**src/shared/override_pkg.sv**
```systemverilog
package override_pkg;

  // =====================================================================
  // clock and timing
  // =====================================================================
  // system clock period in ns (250 MHz)
  localparam int unsigned CLK_PERIOD_NS = 4;
  // staircase time base: one tick per millisecond
  localparam int unsigned TICK_PERIOD_NS = 1000000;
  // cycles per tick, a longest time so it rounds down, never below one
  localparam int unsigned TICK_CYCLES =
    (TICK_PERIOD_NS / CLK_PERIOD_NS) < 1 ? 1 :
    (TICK_PERIOD_NS / CLK_PERIOD_NS);
  // staircase on time in ms
  localparam int unsigned STAIR_TIME_MS = 60000;

  // =====================================================================
  // widths and reset values
  // =====================================================================
  localparam int unsigned CNT_W = 32;
  localparam logic OUT_RST = 1'h0;
  localparam logic SW_RST = 1'h0;

  // =====================================================================
  // override modes
  // =====================================================================
  typedef enum logic {
    MODE_NORMAL,
    MODE_FORCED
  } mode_e;

endpackage

```
**src/shared/bg_if.sv**
```systemverilog
`timescale 1ns/1ns
// carries telegrams to the background functions and their result back
interface bg_if;
  logic sw_wr;
  logic sw_val;
  logic stair_en;
  logic state;

  modport core (
    output sw_wr,
    output sw_val,
    output stair_en,
    input state
  );

  modport funcs (
    input sw_wr,
    input sw_val,
    input stair_en,
    output state
  );
endinterface

```
**src/hw/output_forced_on_override.sv**
```systemverilog
`timescale 1ns/1ns
module output_forced_on_override #(
  parameter int unsigned TICK_CYCLES = override_pkg::TICK_CYCLES,
  parameter int unsigned STAIR_MS = override_pkg::STAIR_TIME_MS
) (
  input wire logic clk_sys,
  input wire logic resetn,
  input wire logic time_fn_en,
  input wire logic stair_en,
  input wire logic sw_wr,
  input wire logic sw_val,
  input wire logic force_wr,
  input wire logic force_val,
  output logic out_on,
  output logic forced_active
);
  import override_pkg::*;

  // =====================================================================
  // state
  // =====================================================================
  typedef struct packed {
    mode_e mode;
    logic out;
  } core_s;

  core_s st_q;
  core_s st_d;
  logic bg_state;

  bg_if bg ();

  // =====================================================================
  // background functions
  // =====================================================================
  // switch telegrams always reach the background logic, forced or not
  assign bg.sw_wr = sw_wr;
  assign bg.sw_val = sw_val;
  assign bg.stair_en = stair_en;
  assign bg_state = bg.state;

  bg_funcs #(
    .TICK_CYCLES(TICK_CYCLES),
    .STAIR_MS(STAIR_MS)
  ) u_bg (
    .clk_sys(clk_sys),
    .resetn(resetn),
    .bg(bg)
  );

  // =====================================================================
  // override control
  // =====================================================================
  always_comb begin
    st_d = st_q;
    case (st_q.mode)
      MODE_NORMAL: begin
        if (time_fn_en && force_wr && force_val) begin
          st_d.mode = MODE_FORCED;
        end
      end
      MODE_FORCED: begin
        if (force_wr && !force_val) begin
          st_d.mode = MODE_NORMAL;
        end
      end
      default: begin
        st_d.mode = MODE_NORMAL;
      end
    endcase
    // without the time function the object does not exist
    if (!time_fn_en) begin
      st_d.mode = MODE_NORMAL;
    end
    // forced wins over everything; otherwise the shadow state is applied,
    // so release lands on what the background functions reached
    if (st_d.mode == MODE_FORCED) begin
      st_d.out = 1'b1;
    end else begin
      st_d.out = bg_state;
    end
  end

  // =====================================================================
  // state register
  // =====================================================================
  always_ff @(posedge clk_sys or negedge resetn) begin
    if (!resetn) begin
      st_q <= '{mode: MODE_NORMAL, out: OUT_RST};
    end else begin
      st_q <= st_d;
    end
  end

  assign out_on = st_q.out;
  assign forced_active = (st_q.mode == MODE_FORCED);

  // helper: a release telegram in this cycle
  logic release_req;
  assign release_req = force_wr && !force_val;

  // helper: counts cycles spent forced, for a long-hold check
  logic [7:0] forced_cnt;
  always_ff @(posedge clk_sys or negedge resetn) begin
    if (!resetn) begin
      forced_cnt <= 8'h00;
    end else if (!forced_active) begin
      forced_cnt <= 8'h00;
    end else if (forced_cnt != 8'hFF) begin
      forced_cnt <= forced_cnt + 8'h01;
    end
  end
endmodule

```
**src/hw/bg_funcs.sv**
```systemverilog
`timescale 1ns/1ns
module bg_funcs #(
  parameter int unsigned TICK_CYCLES = override_pkg::TICK_CYCLES,
  parameter int unsigned STAIR_MS = override_pkg::STAIR_TIME_MS
) (
  input wire logic clk_sys,
  input wire logic resetn,
  bg_if.funcs bg
);
  import override_pkg::*;

  typedef struct packed {
    logic sw;
    logic stair;
    logic [CNT_W-1:0] div;
    logic [CNT_W-1:0] ms;
  } bg_s;

  bg_s st_q;
  bg_s st_d;
  logic tick;

  // =====================================================================
  // next state
  // =====================================================================
  // the divider and timer run without regard to any override
  always_comb begin
    st_d = st_q;
    tick = (st_q.div == CNT_W'(TICK_CYCLES - 1));
    st_d.div = tick ? '0 : st_q.div + CNT_W'(1);
    if (st_q.stair && tick) begin
      st_d.ms = st_q.ms - CNT_W'(1);
      if (st_q.ms <= CNT_W'(1)) begin
        st_d.stair = 1'b0; // time up, light would go off
      end
    end
    // a new telegram wins over an expiring timer
    if (bg.sw_wr) begin
      st_d.sw = bg.sw_val;
      if (bg.stair_en) begin
        st_d.stair = bg.sw_val; // on retriggers, off cuts short
        st_d.ms = CNT_W'(STAIR_MS);
      end
    end
    if (!bg.stair_en) begin
      st_d.stair = 1'b0;
    end
  end

  // =====================================================================
  // state register
  // =====================================================================
  always_ff @(posedge clk_sys or negedge resetn) begin
    if (!resetn) begin
      st_q <= '{sw: SW_RST, stair: 1'b0, div: '0, ms: '0};
    end else begin
      st_q <= st_d;
    end
  end

  // the state the output would have without an override
  assign bg.state = bg.stair_en ? st_q.stair : st_q.sw;

endmodule

```
**config.mk**
```make
export PLATFORM = sky130hd
export DESIGN_NAME = output_forced_on_override
export DESIGN_NICKNAME = d
export VERILOG_FILES = /design/src/shared/override_pkg.sv /design/src/shared/bg_if.sv /design/src/hw/output_forced_on_override.sv /design/src/hw/bg_funcs.sv
export SDC_FILE = /design/constraint.sdc
export NUM_CORES = 1
export LEC_CHECK = 0
export BUFFER_PORTS_ARGS = -buffer_cell sky130_fd_sc_hd__buf_2
export CAP_MARGIN = 5
export CORE_UTILIZATION = 35
export CTS_CLUSTER_SIZE = 30
export DETAILED_ROUTE_END_ITERATION = 12
export MAX_ROUTING_LAYER = met4
export SYNTH_ARGS = -nofsm -noshare
export SYNTH_HDL_FRONTEND = slang
export SYNTH_SLANG_ARGS = --single-unit
```
**constraint.sdc**
```tcl
create_clock -name clk_sys -period 3.16 [get_ports clk_sys]
set_input_delay 0.632 -clock clk_sys [delete_from_list [all_inputs] [get_ports clk_sys]]
set_output_delay 0.632 -clock clk_sys [all_outputs]
set_load 0.02 [all_outputs]
```
==> impl_metrics.env <==
export IMPL_dr_first_iter_drc_count=146
export IMPL_period_needed_ns=2.57
export IMPL_clk_pin_slew_ns=0.07
export IMPL_cts_max_level=3
export IMPL_min_period_over_period_pct=81.4
export IMPL_clockBufferDepth=2
export IMPL_cp_arrival_ns=2.84
export IMPL_cap_violations=0
export IMPL_status="finished, final reports clean"
export IMPL_cp_endpoint="u_bg.st_q[16]"
export IMPL_antenna_found_initial=0
export IMPL_seqPwrFrac_pct=55.2
export IMPL_netlist_area_um2=3470
export IMPL_area_growth_pct=11.4
export IMPL_cts_hold_buf=0
export IMPL_grt_usage_pct=17.0
export IMPL_die_y_um=102
export IMPL_slowest_delay_ns=0.62
export IMPL_numCtsBuffers=9
export IMPL_dieArea_um2=10300
export IMPL_power_density_nw_per_um2=410
export IMPL_setup_slack_ns=0.587
export IMPL_drcViolationCount=0
export IMPL_grt_pass1_vias=2756
export IMPL_synth_edf_count=0
export IMPL_n_antenna_cell=0
export IMPL_postCtsSetupBuffers=0
export IMPL_async_flop_share_pct=100
export IMPL_cts_tree="yes"
export IMPL_ant_nets=0
export IMPL_fillCellCount=902
export IMPL_dp_slack_ns=0.577
export IMPL_p_int_uw=1240
export IMPL_synth_avg_cell_area_um2=9.75
export IMPL_routed_via_density=5.45
export IMPL_critPathKind="reg2reg"
export IMPL_yosys_most_used_dff="dfrtp_1"
export IMPL_hpwl_mm=5.19
export IMPL_p_switching_uw=351
export IMPL_core_rowCount=35
export IMPL_grt_overflow=0
export IMPL_slowest_stage="or4_4"
export IMPL_cp_required_ns=3.43
export IMPL_grt_pass1_wl_mm=13.1
export IMPL_cts_resized=0
export IMPL_setup_violations=0
export IMPL_drive_gt1_share_pct=10.3
export IMPL_synth_top_cell_area_share_pct=49.0
export IMPL_clock_sinks=68
export IMPL_drt_first_pass_iters=4
export IMPL_yosys_top_cells_area="dfrtp_1, xnor2_1, or4_1"
export IMPL_grt_max_degree=40
export IMPL_path_cells="ha_1 -> nand3_1 -> or3_4 -> or4_4 -> or3_2 -> a21oi_1"
export IMPL_post_dp_cell_area_um2=3690
export IMPL_cp_max_fo=14
export IMPL_r2r_start="u_bg.st_q[32]"
export IMPL_wl_mm=7.53
export IMPL_syn_inst=356
export IMPL_final_area_um2=3870
export IMPL_synth_warnings=0
export IMPL_avgRoutedWirePerCell_um=14.9
export IMPL_ys_seq_area_share_pct=49.0
export IMPL_fin_setup_tns_ns=0
export IMPL_io_pins=10
export IMPL_die_x_um=102
export IMPL_slew_violations=0
export IMPL_clock_power_share_pct=41.8
export IMPL_routed_via_count=2760
export IMPL_tightestPinTransition_ns=0.875
export IMPL_fin_nets=383
export IMPL_critPathLaunchType="flop"
export IMPL_reg2reg_to="u_bg.st_q[16]"
export IMPL_hold_path_class="in2async"
export IMPL_synth_area_leader_cell="dfrtp_1"
export IMPL_reg2reg_depth=6
export IMPL_start_util_pct=36.9
export IMPL_fmax_mhz=389
export IMPL_max_slew_margin_rel_pct=41.2
export IMPL_p_sw_share_pct=22.1
export IMPL_routabilityCongestion=0.792
export IMPL_io_buffers=9
export IMPL_leakage_uw=0.00158
export IMPL_synth_net_count=367
export IMPL_combPwrFrac_pct=3.0
export IMPL_r2r_setup_slack_ns=0.59
export IMPL_synth_cell_types=41
export IMPL_ir_drop_v=0.000258
export IMPL_clkLatencyLatePin_ns=0.35
export IMPL_rsz0062_at_grt="no"
export IMPL_hold_violations=0
export IMPL_core_area_um2=9420
export IMPL_skew_ns=0.00869
export IMPL_startpoint="u_bg.st_q[32]"
export IMPL_clockRootBuffer="clkbuf_8"
export IMPL_synth_seq_cells=68
export IMPL_crit_path_end_kind="flop"
==> cell type report <==
class                   count  area [um^2]  share of cell area (%)
flip-flops and latches     68         1700                    44.0
multi-input cells         271         1690                    43.8
clock buffers              15          176                    4.56
well taps                 129          161                    4.17
repair buffers             15          103                    2.65
inverters                   7         26.3                   0.679
clock inverters             1         5.00                   0.129
==> layer usage <==
layer	share of wire (%)	up-vias	global-route usage, %
li1	-	1359	-
met1	49	1353	21.3
met2	47	34	26.4
met3	2.6	14	4.00
met4	1.9	0	6.91
met5	0	-	-
==> how the worst min path moves through the flow <==
stage / cells after the start / slack, ns / start / endpoint
floorplan: 0 / 0.34 / resetn / forced_active
global placement: 1 / 0.46 / u_bg.st_q[63] / u_bg.st_q[63]
detailed placement: 1 / 0.46 / u_bg.st_q[63] / u_bg.st_q[63]
CTS: 1 / 0.35 / resetn / u_bg.st_q[2]
global route: 1 / 0.39 / resetn / u_bg.st_q[2]
finish: 1 / 0.33 / resetn / u_bg.st_q[2]
==> per-stage QoR <==
stage          power, uW  utilization (%)  instances  hold slack [ns]
2_1_floorplan        909                -        356            0.336
6_report            1590             41.1        506            0.335
3_5_place_dp         942             39.1        490            0.463
4_1_cts             1610             41.1        506            0.350
3_3_place_gp         941             39.1        490            0.461
5_1_grt             1650             41.1        506            0.388
==> cell families (layout without fill, tap and decap cells) <==
| kind of cell | count (synthesis) | count (layout) | synth area share, % |
|---|---|---|---|
| simple gates | 177 | 177 | 29.2 |
| xor+xnor | 31 | 31 | 7.82 |
| compound gates | 59 | 59 | 10.5 |
| mux | 1 | 1 | 0.288 |
| fa+ha+maj | 3 | 3 | 1.08 |
| buf+inv | 17 | 38 | 2.20 |
| flops | 68 | 68 | 49.0 |
==> Yosys cell counts (2+ instances only) <==
library cell,instances
nor2b_1,2
nor4b_1,3
clkbuf_1,7
a21oi_1,23
o31ai_1,14
nand3_1,20
and4_1,5
dfrtp_1,68
xor2_1,13
or2_2,5
or4_1,19
nand4b_1,4
and2_0,2
and2_1,4
xnor2_1,18
or3_4,2
nor3_1,10
nand4_1,14
nand2_1,21
nor4_1,9
a211oi_1,2
o21ai_0,12
nand2b_1,2
and3_1,5
o41ai_1,4
nor2_1,31
or3_1,15
ha_1,3
inv_1,7
==> sequential cells by signal (all words and copies together) (netlist names) <==
name           flops
out_on             1
forced_active      1
u_bg.st_q         66
==> critical path, delay by kind of cell, from the launching register on <==
family / cells / cell delay (ns)
compound gates: 1 / 0.16
fa+ha+maj: 1 / 0.20
flops: 1 / 0.39
simple gates: 4 / 1.75
==> power groups by stage <==
stage | sequential (uW) | combinational [uW] | clock (uW)
global route | 876 | 54.3 | 720
CTS | 876 | 49.1 | 686
global placement | 893 | 48.4 | 0
floorplan | 895 | 13.2 | 0
detailed placement | 893 | 49.0 | 0
finish | 876 | 47.2 | 663
==> cells in the final DEF (no fill, tap or decap), types with 7 or more instances in the layout <==
| master | n |
|---|---|
| xnor2_1 | 18 |
| nor3_1 | 10 |
| nand2_1 | 21 |
| inv_1 | 7 |
| dfrtp_1 | 68 |
| xor2_1 | 13 |
| or4_1 | 19 |
| buf_2 | 9 |
| nand3_1 | 20 |
| nand4_1 | 14 |
| a21oi_1 | 23 |
| clkbuf_8 | 12 |
| nor4_1 | 9 |
| o21ai_0 | 12 |
| nor2_1 | 31 |
| or3_1 | 15 |
| o31ai_1 | 14 |
(Power assumes the default switching activity.)
